==> config.mk <==
export PLATFORM = sky130hd
export DESIGN_NAME = dgp_port
export DESIGN_NICKNAME = d
export VERILOG_FILES = /design/src/pkg/dgp_pkg.sv /design/src/rtl/dgp_port.sv
export VERILOG_INCLUDE_DIRS = /design/src /design/src/pkg
export SDC_FILE = /design/constraint.sdc
export NUM_CORES = 1
export LEC_CHECK = 0
export BUFFER_PORTS_ARGS = -buffer_cell sky130_fd_sc_hd__buf_2
export CORE_ASPECT_RATIO = 2
export CORE_MARGIN = 8
export CORE_UTILIZATION = 35
export CTS_CLUSTER_DIAMETER = 150
export DETAILED_ROUTE_END_ITERATION = 8
export HOLD_SLACK_MARGIN = 0.05
export PLACE_DENSITY = 0.59
export RECOVER_POWER = 25
export SLEW_MARGIN = 40
export SYNTH_ARGS = -nofsm -noshare
export SYNTH_HDL_FRONTEND = slang
export SYNTH_SLANG_ARGS = --single-unit
==> constraint.sdc <==
create_clock -name CORE_CLK -period 5.08 [get_ports CORE_CLK]
set_input_delay 0.508 -clock CORE_CLK [delete_from_list [all_inputs] [get_ports CORE_CLK]]
set_output_delay 0.508 -clock CORE_CLK [all_outputs]
set_load 0.02 [all_outputs]
==> src/pkg/dgp_regs.svh <==
// Register offsets, field positions and reset values of the dual GPIO port.
`ifndef DGP_REGS_SVH
`define DGP_REGS_SVH

`define DGP_OFS_H_DIR        8'h00
`define DGP_OFS_H_PIN        8'h04
`define DGP_OFS_H_LAT        8'h08
`define DGP_OFS_ANA_CFG      8'h0C
`define DGP_OFS_MEM_CFG      8'h10
`define DGP_OFS_J_DIR        8'h14
`define DGP_OFS_J_PIN        8'h18
`define DGP_OFS_J_LAT        8'h1C
`define DGP_OFS_PWM_MAP      8'h20

`define DGP_RST_DIR          8'hFF
`define DGP_RST_LAT          8'h00
`define DGP_RST_ANA_CFG      8'h00
`define DGP_RST_MEM_CFG      8'h00
`define DGP_RST_PWM_MAP      1'h0

`define DGP_ANA_CFG_MASK     8'h3F
`define DGP_MEM_CFG_MASK     8'hB3
`define DGP_MEM_BUS_OFF_BIT  7
`define DGP_MEM_WAIT_HI      5
`define DGP_MEM_WAIT_LO      4
`define DGP_MEM_MODE_HI      1
`define DGP_MEM_MODE_LO      0
`define DGP_ANA_VREF_HI      5
`define DGP_ANA_VREF_LO      4
`define DGP_ANA_PCFG_HI      3
`define DGP_ANA_PCFG_LO      0
`define DGP_ANA_FIRST_CHAN   4'hC
`define DGP_J_STROBE_MASK    8'hDF

`define DGP_RESP_OKAY        2'h0
`define DGP_RESP_SLVERR      2'h2

`endif

==> src/pkg/dgp_pkg.sv <==
// Types shared by the dual GPIO port design and its bench.
package dgp_pkg;

  typedef enum logic [1:0] {
    WR_IDLE     = 2'h0,
    WR_GOT_ADDR = 2'h1,
    WR_RESP     = 2'h3,
    WR_GOT_DATA = 2'h2
  } dgp_wr_state_t;

  typedef struct packed {
    logic upper_byte_select;
    logic lower_byte_select;
    logic byte_addr0;
    logic write_high_strobe;
    logic write_low_strobe;
    logic output_enable;
    logic addr_latch_enable;
  } dgp_ext_strobe_t;

  typedef struct packed {
    logic [7:0] level;
    logic [7:0] enable;
  } dgp_pin_drive_t;

endpackage

==> src/rtl/dgp_port.sv <==
// Dual 8-bit GPIO port with analog, memory bus and PWM pin sharing.
//
// Summary of operation
// - First port direction bit 1 turns that pin's driver off.
// - First port direction bit 0 drives the output latch bit.
// - First port latch register reads return the latch, not the pins.
// - First port has eight pins, each with direction, latch and read bit.
// - Upper four first port pins are digital or analog channels 12 to 15.
// - Lower four first port pins carry address bits 16-19 or are GPIO.
// - After reset upper nibble is analog and reads back as zero.
// - After reset lower nibble carries the external address bits.
// - Lower nibble samples Schmitt in GPIO mode, TTL in bus or slave mode.
// - Four PWM outputs use the upper nibble only while remap is clear.
// - Second port direction 1 tri-states, 0 drives the latch bit.
// - Second port latch register reads return the latch contents.
// - Second port bits other than 5 are GPIO only with bus disabled; bus mode drives strobes.
// - Second port bit 5 is never taken by the external bus.
// - A peripheral may force a second port pin to output or input.
// - Peripheral forcing never alters the readable direction register.
// - After reset only second port bit 5 is a digital input; the bus drives the other seven.
// - Bus mode maps strobes onto second port bits 0-4, 6 and 7.
//
// The AXI4-Lite slave port and the register offsets are this design's own decisions.

`timescale 1ns/1ps
`include "dgp_regs.svh"

module dgp_port (
  input  wire logic                     CORE_CLK,
  input  wire logic                     RESET_N,
  input  wire logic [7:0]               AWADDR,
  input  wire logic [2:0]               AWPROT,
  input  wire logic                     AWVALID,
  output logic                          AWREADY,
  input  wire logic [31:0]              WDATA,
  input  wire logic [3:0]               WSTRB,
  input  wire logic                     WVALID,
  output logic                          WREADY,
  output logic [1:0]                    BRESP,
  output logic                          BVALID,
  input  wire logic                     BREADY,
  input  wire logic [7:0]               ARADDR,
  input  wire logic [2:0]               ARPROT,
  input  wire logic                     ARVALID,
  output logic                          ARREADY,
  output logic [31:0]                   RDATA,
  output logic [1:0]                    RRESP,
  output logic                          RVALID,
  input  wire logic                     RREADY,
  input  wire logic [7:0]               H_PIN_IN,
  output logic [7:0]                    H_PIN_OUT,
  output logic [7:0]                    H_PIN_OE,
  output logic                          H_LO_TTL_SEL,
  output logic [3:0]                    ANALOG_CHAN_SEL,
  output logic [1:0]                    ANALOG_VREF_CFG,
  output logic                          EXT_BUS_EN,
  output logic [1:0]                    EXT_WAIT_CFG,
  output logic [1:0]                    EXT_WRITE_MODE,
  input  wire logic [3:0]               EXT_ADDR_HIGH_BITS,
  input  wire dgp_pkg::dgp_ext_strobe_t EXT_STROBE,
  input  wire logic                     PSP_MODE,
  input  wire logic [3:0]               PWM_OUT,
  input  wire logic [3:0]               PWM_EN,
  output logic                          PWM_PIN_REMAP,
  input  wire logic [7:0]               J_PIN_IN,
  output logic [7:0]                    J_PIN_OUT,
  output logic [7:0]                    J_PIN_OE,
  input  wire logic [7:0]               J_FORCE_OUT,
  input  wire logic [7:0]               J_FORCE_IN,
  input  wire logic [7:0]               J_PERIPH_DATA
);

  ////////////////////////////////////////////////////////////////////////////

  logic [7:0]              port_h_direction_q;
  logic [7:0]              port_h_output_latch_q;
  logic [7:0]              analog_pin_config_q;
  logic [7:0]              memory_bus_config_q;
  logic [7:0]              port_j_direction_q;
  logic [7:0]              port_j_output_latch_q;
  logic                    pwm_pin_remap_q;
  logic [7:0]              h_sample_q;
  logic [7:0]              j_sample_q;
  logic [3:0]              h_analog;
  logic                    bus_mode;
  logic [7:0]              j_strobe_vec;
  dgp_pkg::dgp_pin_drive_t h_drive_d;
  dgp_pkg::dgp_pin_drive_t h_drive_q;
  dgp_pkg::dgp_pin_drive_t j_drive_d;
  dgp_pkg::dgp_pin_drive_t j_drive_q;
  dgp_pkg::dgp_wr_state_t  wr_state_q;
  logic [7:0]              aw_addr_q;
  logic [7:0]              w_data_q;
  logic                    w_lane0_q;
  logic                    wr_fire;
  logic                    wr_hit;
  logic [1:0]              bresp_q;
  logic [31:0]             rdata_d;
  logic [31:0]             rdata_q;
  logic [1:0]              rresp_d;
  logic [1:0]              rresp_q;
  logic                    rvalid_q;
  localparam logic [7:0]   j_strobe_mask = `DGP_J_STROBE_MASK;

  ////////////////////////////////////////////////////////////////////////////

  // The external bus owns its pins while the disable bit is clear.
  assign bus_mode = ~memory_bus_config_q[`DGP_MEM_BUS_OFF_BIT];

  // A higher setting turns more of channels 12 to 15 into digital pins.
  always_comb begin
    for (int k = 0; k < 4; k++) begin
      h_analog[k] = (analog_pin_config_q[`DGP_ANA_PCFG_HI:`DGP_ANA_PCFG_LO]
                     <= 4'(3 - k));
    end
  end

  assign j_strobe_vec = {EXT_STROBE.upper_byte_select,
                         EXT_STROBE.lower_byte_select,
                         1'b0,
                         EXT_STROBE.byte_addr0,
                         EXT_STROBE.write_high_strobe,
                         EXT_STROBE.write_low_strobe,
                         EXT_STROBE.output_enable,
                         EXT_STROBE.addr_latch_enable};

  ////////////////////////////////////////////////////////////////////////////
  // Pin drivers, one slice per bit.

  for (genvar i = 0; i < 8; i++) begin : g_pin
    if (i < 4) begin : g_h_lo
      always_comb begin
        if (bus_mode) begin
          h_drive_d.level[i]  = EXT_ADDR_HIGH_BITS[i];
          h_drive_d.enable[i] = 1'b1;
        end else begin
          h_drive_d.level[i]  = port_h_output_latch_q[i];
          h_drive_d.enable[i] = ~port_h_direction_q[i];
        end
      end
    end else begin : g_h_hi
      always_comb begin
        if (PWM_EN[i-4] && !pwm_pin_remap_q) begin
          h_drive_d.level[i]  = PWM_OUT[i-4];
          h_drive_d.enable[i] = 1'b1;
        end else if (h_analog[i-4]) begin
          h_drive_d.level[i]  = 1'b0;
          h_drive_d.enable[i] = 1'b0;
        end else begin
          h_drive_d.level[i]  = port_h_output_latch_q[i];
          h_drive_d.enable[i] = ~port_h_direction_q[i];
        end
      end
    end

    // Forcing acts on the driver only, so software keeps its own setting.
    always_comb begin
      if (bus_mode && j_strobe_mask[i]) begin
        j_drive_d.level[i]  = j_strobe_vec[i];
        j_drive_d.enable[i] = 1'b1;
      end else if (J_FORCE_OUT[i]) begin
        j_drive_d.level[i]  = J_PERIPH_DATA[i];
        j_drive_d.enable[i] = 1'b1;
      end else if (J_FORCE_IN[i]) begin
        j_drive_d.level[i]  = port_j_output_latch_q[i];
        j_drive_d.enable[i] = 1'b0;
      end else begin
        j_drive_d.level[i]  = port_j_output_latch_q[i];
        j_drive_d.enable[i] = ~port_j_direction_q[i];
      end
    end
  end

  always_ff @(posedge CORE_CLK) begin
    if (!RESET_N) begin
      h_drive_q <= '0;
      j_drive_q <= '0;
    end else begin
      h_drive_q <= h_drive_d;
      j_drive_q <= j_drive_d;
    end
  end

  assign H_PIN_OUT = h_drive_q.level;
  assign H_PIN_OE  = h_drive_q.enable;
  assign J_PIN_OUT = j_drive_q.level;
  assign J_PIN_OE  = j_drive_q.enable;

  ////////////////////////////////////////////////////////////////////////////
  // Pin sampling; analog pins read as zero on the digital path.

  always_ff @(posedge CORE_CLK) begin
    if (!RESET_N) begin
      h_sample_q <= '0;
      j_sample_q <= '0;
    end else begin
      h_sample_q <= {H_PIN_IN[7:4] & ~h_analog, H_PIN_IN[3:0]};
      j_sample_q <= J_PIN_IN;
    end
  end

  // The threshold is chosen by the pad; the block only tells it which.
  assign H_LO_TTL_SEL = bus_mode | PSP_MODE;

  ////////////////////////////////////////////////////////////////////////////
  // Configuration outputs.

  assign ANALOG_CHAN_SEL = h_analog;
  assign ANALOG_VREF_CFG =
    analog_pin_config_q[`DGP_ANA_VREF_HI:`DGP_ANA_VREF_LO];
  assign EXT_BUS_EN      = bus_mode;
  assign EXT_WAIT_CFG    =
    memory_bus_config_q[`DGP_MEM_WAIT_HI:`DGP_MEM_WAIT_LO];
  assign EXT_WRITE_MODE  =
    memory_bus_config_q[`DGP_MEM_MODE_HI:`DGP_MEM_MODE_LO];
  assign PWM_PIN_REMAP   = pwm_pin_remap_q;

  ////////////////////////////////////////////////////////////////////////////
  // Write channel: address and data may arrive in either order.

  always_ff @(posedge CORE_CLK) begin
    if (!RESET_N) begin
      wr_state_q <= dgp_pkg::WR_IDLE;
    end else begin
      case (wr_state_q)
        dgp_pkg::WR_IDLE: begin
          if (AWVALID && WVALID) begin
            wr_state_q <= dgp_pkg::WR_RESP;
          end else if (AWVALID) begin
            wr_state_q <= dgp_pkg::WR_GOT_ADDR;
          end else if (WVALID) begin
            wr_state_q <= dgp_pkg::WR_GOT_DATA;
          end
        end
        dgp_pkg::WR_GOT_ADDR: begin
          if (WVALID) begin
            wr_state_q <= dgp_pkg::WR_RESP;
          end
        end
        dgp_pkg::WR_GOT_DATA: begin
          if (AWVALID) begin
            wr_state_q <= dgp_pkg::WR_RESP;
          end
        end
        dgp_pkg::WR_RESP: begin
          if (BREADY) begin
            wr_state_q <= dgp_pkg::WR_IDLE;
          end
        end
        default: begin
          wr_state_q <= dgp_pkg::WR_IDLE;
        end
      endcase
    end
  end

  assign AWREADY = (wr_state_q == dgp_pkg::WR_IDLE) ||
                   (wr_state_q == dgp_pkg::WR_GOT_DATA);
  assign WREADY  = (wr_state_q == dgp_pkg::WR_IDLE) ||
                   (wr_state_q == dgp_pkg::WR_GOT_ADDR);
  assign BVALID  = (wr_state_q == dgp_pkg::WR_RESP);
  assign BRESP   = bresp_q;

  always_ff @(posedge CORE_CLK) begin
    if (!RESET_N) begin
      aw_addr_q <= '0;
      w_data_q  <= '0;
      w_lane0_q <= 1'b0;
    end else begin
      if (AWVALID && AWREADY) begin
        aw_addr_q <= AWADDR;
      end
      if (WVALID && WREADY) begin
        w_data_q  <= WDATA[7:0];
        w_lane0_q <= WSTRB[0];
      end
    end
  end

  // The register update happens in the cycle the response is raised.
  assign wr_fire = (wr_state_q != dgp_pkg::WR_RESP) &&
                   (wr_state_q != dgp_pkg::WR_IDLE) &&
                   ((wr_state_q == dgp_pkg::WR_GOT_ADDR) ? WVALID : AWVALID)
                   || ((wr_state_q == dgp_pkg::WR_IDLE) && AWVALID && WVALID);

  logic [7:0] wr_addr;
  logic [7:0] wr_byte;
  logic       wr_lane0;
  assign wr_addr  = (AWVALID && AWREADY) ? AWADDR : aw_addr_q;
  assign wr_byte  = (WVALID && WREADY) ? WDATA[7:0] : w_data_q;
  assign wr_lane0 = (WVALID && WREADY) ? WSTRB[0] : w_lane0_q;

  always_comb begin
    case (wr_addr)
      `DGP_OFS_H_DIR, `DGP_OFS_H_PIN, `DGP_OFS_H_LAT, `DGP_OFS_ANA_CFG,
      `DGP_OFS_MEM_CFG, `DGP_OFS_J_DIR, `DGP_OFS_J_PIN, `DGP_OFS_J_LAT,
      `DGP_OFS_PWM_MAP: wr_hit = 1'b1;
      default:          wr_hit = 1'b0;
    endcase
  end

  always_ff @(posedge CORE_CLK) begin
    if (!RESET_N) begin
      bresp_q <= `DGP_RESP_OKAY;
    end else if (wr_fire) begin
      bresp_q <= wr_hit ? `DGP_RESP_OKAY : `DGP_RESP_SLVERR;
    end
  end

  logic wr_go;
  assign wr_go = wr_fire && wr_lane0;

  ////////////////////////////////////////////////////////////////////////////
  // Register store, one process per register.

  always_ff @(posedge CORE_CLK) begin
    if (!RESET_N) begin
      port_h_direction_q <= `DGP_RST_DIR;
    end else if (wr_go && wr_addr == `DGP_OFS_H_DIR) begin
      port_h_direction_q <= wr_byte;
    end
  end

  always_ff @(posedge CORE_CLK) begin
    if (!RESET_N) begin
      port_h_output_latch_q <= `DGP_RST_LAT;
    end else if (wr_go && (wr_addr == `DGP_OFS_H_LAT ||
                           wr_addr == `DGP_OFS_H_PIN)) begin
      port_h_output_latch_q <= wr_byte;
    end
  end

  always_ff @(posedge CORE_CLK) begin
    if (!RESET_N) begin
      analog_pin_config_q <= `DGP_RST_ANA_CFG;
    end else if (wr_go && wr_addr == `DGP_OFS_ANA_CFG) begin
      analog_pin_config_q <= wr_byte & `DGP_ANA_CFG_MASK;
    end
  end

  always_ff @(posedge CORE_CLK) begin
    if (!RESET_N) begin
      memory_bus_config_q <= `DGP_RST_MEM_CFG;
    end else if (wr_go && wr_addr == `DGP_OFS_MEM_CFG) begin
      memory_bus_config_q <= wr_byte & `DGP_MEM_CFG_MASK;
    end
  end

  always_ff @(posedge CORE_CLK) begin
    if (!RESET_N) begin
      port_j_direction_q <= `DGP_RST_DIR;
    end else if (wr_go && wr_addr == `DGP_OFS_J_DIR) begin
      port_j_direction_q <= wr_byte;
    end
  end

  always_ff @(posedge CORE_CLK) begin
    if (!RESET_N) begin
      port_j_output_latch_q <= `DGP_RST_LAT;
    end else if (wr_go && (wr_addr == `DGP_OFS_J_LAT ||
                           wr_addr == `DGP_OFS_J_PIN)) begin
      port_j_output_latch_q <= wr_byte;
    end
  end

  always_ff @(posedge CORE_CLK) begin
    if (!RESET_N) begin
      pwm_pin_remap_q <= `DGP_RST_PWM_MAP;
    end else if (wr_go && wr_addr == `DGP_OFS_PWM_MAP) begin
      pwm_pin_remap_q <= wr_byte[0];
    end
  end

  ////////////////////////////////////////////////////////////////////////////
  // Read channel: one read at a time, answered one cycle after the address.

  always_comb begin
    rdata_d = '0;
    rresp_d = `DGP_RESP_OKAY;
    case (ARADDR)
      `DGP_OFS_H_DIR:   rdata_d[7:0] = port_h_direction_q;
      `DGP_OFS_H_PIN:   rdata_d[7:0] = h_sample_q;
      `DGP_OFS_H_LAT:   rdata_d[7:0] = port_h_output_latch_q;
      `DGP_OFS_ANA_CFG: rdata_d[7:0] = analog_pin_config_q;
      `DGP_OFS_MEM_CFG: rdata_d[7:0] = memory_bus_config_q;
      `DGP_OFS_J_DIR:   rdata_d[7:0] = port_j_direction_q;
      `DGP_OFS_J_PIN:   rdata_d[7:0] = j_sample_q;
      `DGP_OFS_J_LAT:   rdata_d[7:0] = port_j_output_latch_q;
      `DGP_OFS_PWM_MAP: rdata_d[0]   = pwm_pin_remap_q;
      default:          rresp_d      = `DGP_RESP_SLVERR;
    endcase
  end

  assign ARREADY = ~rvalid_q;

  always_ff @(posedge CORE_CLK) begin
    if (!RESET_N) begin
      rvalid_q <= 1'b0;
      rdata_q  <= '0;
      rresp_q  <= `DGP_RESP_OKAY;
    end else if (ARVALID && !rvalid_q) begin
      rvalid_q <= 1'b1;
      rdata_q  <= rdata_d;
      rresp_q  <= rresp_d;
    end else if (rvalid_q && RREADY) begin
      rvalid_q <= 1'b0;
    end
  end

  assign RVALID = rvalid_q;
  assign RDATA  = rdata_q;
  assign RRESP  = rresp_q;

endmodule

# Word-level counts from Yosys, hierarchy flattened
# Cells that the tools add are included.
[word_totals] ff_bits=124 latchBits=0 mem_bits_rw=0 rom_bits=0 in_bits=125 output_inout_bits=86 wordCells=186 mem_count=0
[op_classes] n_addsub=0 mul=0 n_div=0 order_cmp=4 n_eq_ne=24 n_shift=0 muxes=80 bitwise_logic=21 n_reduce_logical=36
[ops] op="$mux 1" count=67
[ops] op="$eq 8x5->1 const B" count=8
[ops] op="$pmux 7 s8" count=1
[ops] op="$eq 8x4->1 const B" count=4
[ops] op="$logic_and 1x1->1" count=21
[ops] op="$not 1->1" count=18
[ops] op="$reduce_or 9->1" count=2
[ops] op="$eq 8x3->1 const B" count=2
[ops] op="$eq 8x6->1 const B" count=2
[ops] op="$logic_not 8->1" count=2
[ops] op="$mux 2" count=8
[ops] op="$mux 8" count=2
[ops] op="$pmux 1 s9" count=1
[ops] op="$le 4x1->1 const B" count=2
[ops] op="$le 4x2->1 const B" count=2
[ops] op="$pmux 2 s4" count=1
[ops] op="$ne 2x2->1 const B" count=3
[ops] op="$logic_or 1x1->1" count=5
[ops] op="$and 4x4->4" count=1
[ops] op="$eq 2x2->1 const B" count=2
[ops] op="$ne 4x4->1 const B" count=1
[ops] op="$not 4->4" count=1
[ops] op="$reduce_and 4->1" count=1
[ops] op="$reduce_bool 2->1" count=2
[ops] op="other kinds (5)" count=6

# Logic depth before layout (Yosys ltp)
[depth] depth_word=8 ltp_mapped=10

# Worst setup path before layout
# No wires, ideal clock.
[synth_path] kind="register to register" start="register wr_state_q[0]" end="register port_h_output_latch_q[0]" arrival_ps=2171 required_ps=5008 slack_ps=2837 stages_incl_launch_ff=9 n_path_buf=1 cell_sequence="dfxtp_1 -> inv_1 -> ha_1 -> buf_6 -> o21ai_4 -> mux2i_2 -> o211ai_1 -> nor2_4 -> mux2i_1"
[synth_via] elab_chain_cells=7 word_cells_on_any_way=23 cone_classes="eq/ne: 5; mux: 4; reduce/logical: 14"
[synth_rtl] item="start: declaration" line_no="dgp_port.sv:91" rtl="dgp_pkg::dgp_wr_state_t wr_state_q;"
[synth_rtl] item="start signal: assignment" line_no="dgp_port.sv:223" rtl="wr_state_q <= dgp_pkg::WR_IDLE;"
[synth_rtl] item="start signal: assignment" line_no="dgp_port.sv:228" rtl="wr_state_q <= dgp_pkg::WR_RESP;"
[synth_rtl] item="start signal: assignment" line_no="dgp_port.sv:230" rtl="wr_state_q <= dgp_pkg::WR_GOT_ADDR;"
[synth_rtl] item="$eq 2x2->1 or $logic_not 2->1 (tied branches)"
[synth_rtl] item="$logic_or 1x1->1" line_no="dgp_port.sv:257" rtl="assign AWREADY = (wr_state_q == dgp_pkg::WR_IDLE) ||"
[synth_rtl] item="$logic_and 1x1->1" line_no="dgp_port.sv:289" rtl="assign wr_addr = (AWVALID && AWREADY) ? AWADDR : aw_addr_q;"
[synth_rtl] item="$mux 8"
[synth_rtl] item="$eq 8x4->1 or $eq 8x3->1 (tied branches)"
[synth_rtl] item="$logic_or 1x1->1 (no source line)"
[synth_rtl] item="$logic_and 1x1->1" line_no="dgp_port.sv:327" rtl="end else if (wr_go && (wr_addr == `DGP_OFS_H_LAT ||"
[synth_rtl] item="end signal: assignment" line_no="dgp_port.sv:326" rtl="port_h_output_latch_q <= `DGP_RST_LAT;"
[synth_rtl] item="end signal: assignment" line_no="dgp_port.sv:329" rtl="port_h_output_latch_q <= wr_byte;"
[synth_rtl] item="end: declaration" line_no="dgp_port.sv:76" rtl="logic [7:0] port_h_output_latch_q;"
# Parallel ways exist; a longest one is shown, timed or not.
# A chain may end at the register's enable or synchronous reset.

# Worst setup path in the final report
[layout_path] start="register wr_state_q[0]" end="register port_h_direction_q[7]"
[layout_via] elab_chain_cells=6 word_cells_on_any_way=21 cone_classes="eq/ne: 3; mux: 4; reduce/logical: 14"
[layout_rtl] item="$eq 2x2->1, or another cell as far along" line_no="dgp_port.sv:258" rtl="(wr_state_q == dgp_pkg::WR_GOT_DATA);"
[layout_rtl] item="$logic_or 1x1->1, or another cell as far along" line_no="dgp_port.sv:257"
[layout_rtl] item="$logic_and 1x1->1 (on tied branches)"
[layout_rtl] item="$mux 8, or another cell as far along"
[layout_rtl] item="$logic_not 8->1 or $logic_and 1x1->1 (tied branches)"
[layout_rtl] item="$logic_and 1x1->1 (no source line)"
[layout_rtl] item="end signal: assignment" line_no="dgp_port.sv:318" rtl="port_h_direction_q <= `DGP_RST_DIR;"
[layout_rtl] item="end signal: assignment" line_no="dgp_port.sv:320" rtl="port_h_direction_q <= wr_byte;"
[layout_rtl] item="end: declaration" line_no="dgp_port.sv:75" rtl="logic [7:0] port_h_direction_q;"
# Parallel ways exist; a longest one is shown, timed or not.

==> impl_results.md <==
* Outcome: finished clean
* Pleak at 3.02 nW
* MaxCap Viol Count at 0
* Layout Skew at 0.00954 ns
* Post-DP HPWL at 12,900 um
* Mapped Area at 0.00562 mm^2
* Hold Path Depth at 2
* First-pass DRT Iterations at 4
* TritonCTS clock tree: built
* Vias at 4,443
* Predominant post-synthesis flop cell: dfxtp_1
* Vias per Instance at 4.83
* Post-CTS Hold Buffers at 0
* Slew Limit Headroom at 0.0879
* Most frequent cell after synthesis: dfxtp_1
* Port Buffer Count at 151
* Post-route cell area at 0.00691 mm^2
* FF-to-FF End: port_h_direction_q[7]
* Hold violation count in the final report at 0
* Nets@finish at 837
* Worst hold path type: in -> reg
* Placer congestion estimate at 0.812
* Clock Path Buffers at 2
* PD cells at 407 mW/mm^2
* Kind of end point of the critical path: register
* # resized after CTS at 0
* Routed WL at 16,700 um
* Clock slew at reported path FFs at 0.06 ns
* Largest net degree at the start of global routing at 86
* Worst-path fanout max at 9
* Vias in the first global route at 4,810
* Initial antenna violation count at 2
* Synth unique cells at 55
* Placement row count at 65
* N_diodes at 0
* Fillers at 1,592
* Die Height at 195 um
* R2R cell count at 7
* FF-to-FF setup slack at 2.01 ns
* Register area share after synthesis at 0.435
* Ys async rst share at 0
* Number of synthesized flops with an enable pin at 0
* Share of cells above drive strength 1 at 0.270
* Synthesized area per cell at 9.82 um^2
* Starting density of the core at 0.356
* Fin crit share at 0.605
* Worst-Margin Slew at 1.37 ns
* ANT nets after route at 0
* CTS Root Cell: clkbuf_16
* Initial drt markers at 175
* Final setup fails at 0
* Final min period at 3.07 ns
* Yosys top cell by area: dfxtp_1
* CP arrival at 3.41 ns
* Setup TNS at 0 ns
* #FFs+latches synth at 122
* Setup Buffers After CTS at 0
* FMAX at 325 MHz
* WP data required at 5.41 ns
* Cells after synthesis at 572
* Post-synth top cells: 122 x dfxtp_1, 72 x mux2i_1, 61 x nand2_1
* Hold Crit Start: H_PIN_IN[3]
* Yosys Warn Count at 0
* Global-route wire length before repair at 25,600 um
* Top post-synthesis cells by area: dfxtp_1 43%, mux2i_1 13%, buf_4 4.4%
* Core ar. at 0.0158 mm^2
* Post-DR wirelength/cell at 18.1 um
* H-tree Lvls at 4
* Clk sink count at 122
* Worst reg2reg path startpoint: wr_state_q[0]
* Clock latency on the worst-skew pair at 0.42 ns
* Top cell type's share of synthesized area at 0.435
* TritonCTS buffer count at 17
* Die X at 106 um
* Synth-to-layout area growth at 23.1%
* Final global-route overflow total at 0
* Max-slew violations at 0
* Worst vdd ir at 0.249 mV
* Full die area at 0.0206 mm^2
* Worst hold endpoint: h_sample_q[3]
* RSZ-0062 raised after global routing: false
* Setup CP Type: reg -> reg
* # IOs at 211
* Startpoint types: register
* GRT Overall Usage at 0.161
* Drt drc at 0
* Placed cell areas at 0.00637 mm^2
==> sequential cells by signal (all words and copies together) (netlist names), 2 cells and up <==
register,count
w_data_q,8
port_h_output_latch_q,8
j_sample_q,8
RDATA,8
J_PIN_OUT,8
port_j_output_latch_q,8
aw_addr_q,8
J_PIN_OE,8
port_h_direction_q,8
memory_bus_config_q,5
port_j_direction_q,8
analog_pin_config_q,6
wr_state_q,2
h_sample_q,8
H_PIN_OUT,8
H_PIN_OE,8
==> cells by family after synthesis <==
| family | synth area share |
|---|---|
| buffers and inverters | 0.0778 |
| flip-flops | 0.435 |
| AO/OA/AOI/OAI | 0.113 |
| multiplexers | 0.171 |
| XOR/XNOR | 0.00312 |
| other | 0.000668 |
| adder cells (fa/ha/maj) | 0.00891 |
| AND/OR/NAND/NOR | 0.191 |
==> cells in the final DEF (no fill, tap or decap), drive strengths merged, types with 3 or more instances in the layout <==
cell,count
nand2,61
nor3,9
and2,25
or4,4
or3,3
buf,135
mux2i,73
nand3,7
a22oi,7
mux2,8
o31a,8
o21a,4
mux4,6
ha,4
conb,26
clkbuf,40
inv,18
nor2b,33
a21oi,7
clkinv,5
o211a,8
nand3b,4
nor2,24
a31oi,5
o21ai,20
and3,4
dfxtp,122
a21boi,13
nand2b,14
==> worst max-delay path, cell delays in order (launching register included) <==
cell      delay [ns]
dfxtp_1         0.39
inv_1           0.09
ha_1            0.33
o21ai_2         0.69
mux2_2          0.46
o211ai_4        0.20
nand2b_1        0.59
mux2i_1         0.25
==> routing by layer <==
metal | up-vias | wire [um] | track usage
met3 | 28 | 986 | 0.0429
met5 | - | 13 | 0
met4 | 2 | 473 | 0.0777
li1 | 2176 | - | -
met2 | 164 | 9110 | 0.306
met1 | 2073 | 6100 | 0.153
==> final cells by class <==
class                      instances  area [um^2]  area share
clock buffer                      22          474      0.0686
sequential                       122         2440       0.353
clock inverter                     8         95.1      0.0138
timing repair buffer             153          748       0.108
multi-input combinational        395         2830       0.409
tap                              201          251      0.0364
inverter                          19         71.3      0.0103
==> where the power goes <==
group          switching [mW]  leakage [nW]  total (mW)  internal, mW
Combinational           0.359          1.75       0.592         0.233
Clock                   0.412         0.278        1.16         0.750
Sequential             0.0364          1.00        1.06          1.02
==> stage by stage <==
| step | cells | util | power [mW] | hold slack, ns | worst slack (ns) |
|---|---|---|---|---|---|
| 3_5_place_dp | 890 | 0.404 | 1.67 | 0.441 | 1.99 |
| 5_1_grt | 920 | 0.438 | 2.94 | 0.284 | 1.85 |
| 3_3_place_gp | 890 | 0.404 | 1.65 | 0.439 | 2.07 |
| 2_1_floorplan | 597 | - | 1.54 | 0.435 | 2.84 |
| 6_report | 920 | 0.438 | 2.81 | 0.296 | 2.01 |
| 4_1_cts | 920 | 0.440 | 2.85 | 0.279 | 1.97 |
==> worst max-delay path by stage <==
| stage | startpoint | endpoint | slack, ns | cells past startpoint |
|---|---|---|---|---|
| 2_1_floorplan | wr_state_q[0] | port_h_output_latch_q[0] | 2.84 | 8 |
| 3_3_place_gp | wr_state_q[0] | port_h_direction_q[1] | 2.07 | 7 |
| 3_5_place_dp | wr_state_q[0] | port_h_direction_q[7] | 1.99 | 7 |
| 4_1_cts | wr_state_q[0] | port_h_direction_q[7] | 1.97 | 7 |
| 5_1_grt | wr_state_q[0] | port_h_direction_q[1] | 1.85 | 7 |
| 6_report | wr_state_q[0] | port_h_direction_q[7] | 2.01 | 7 |
Power figures use the tool's default switching activity.
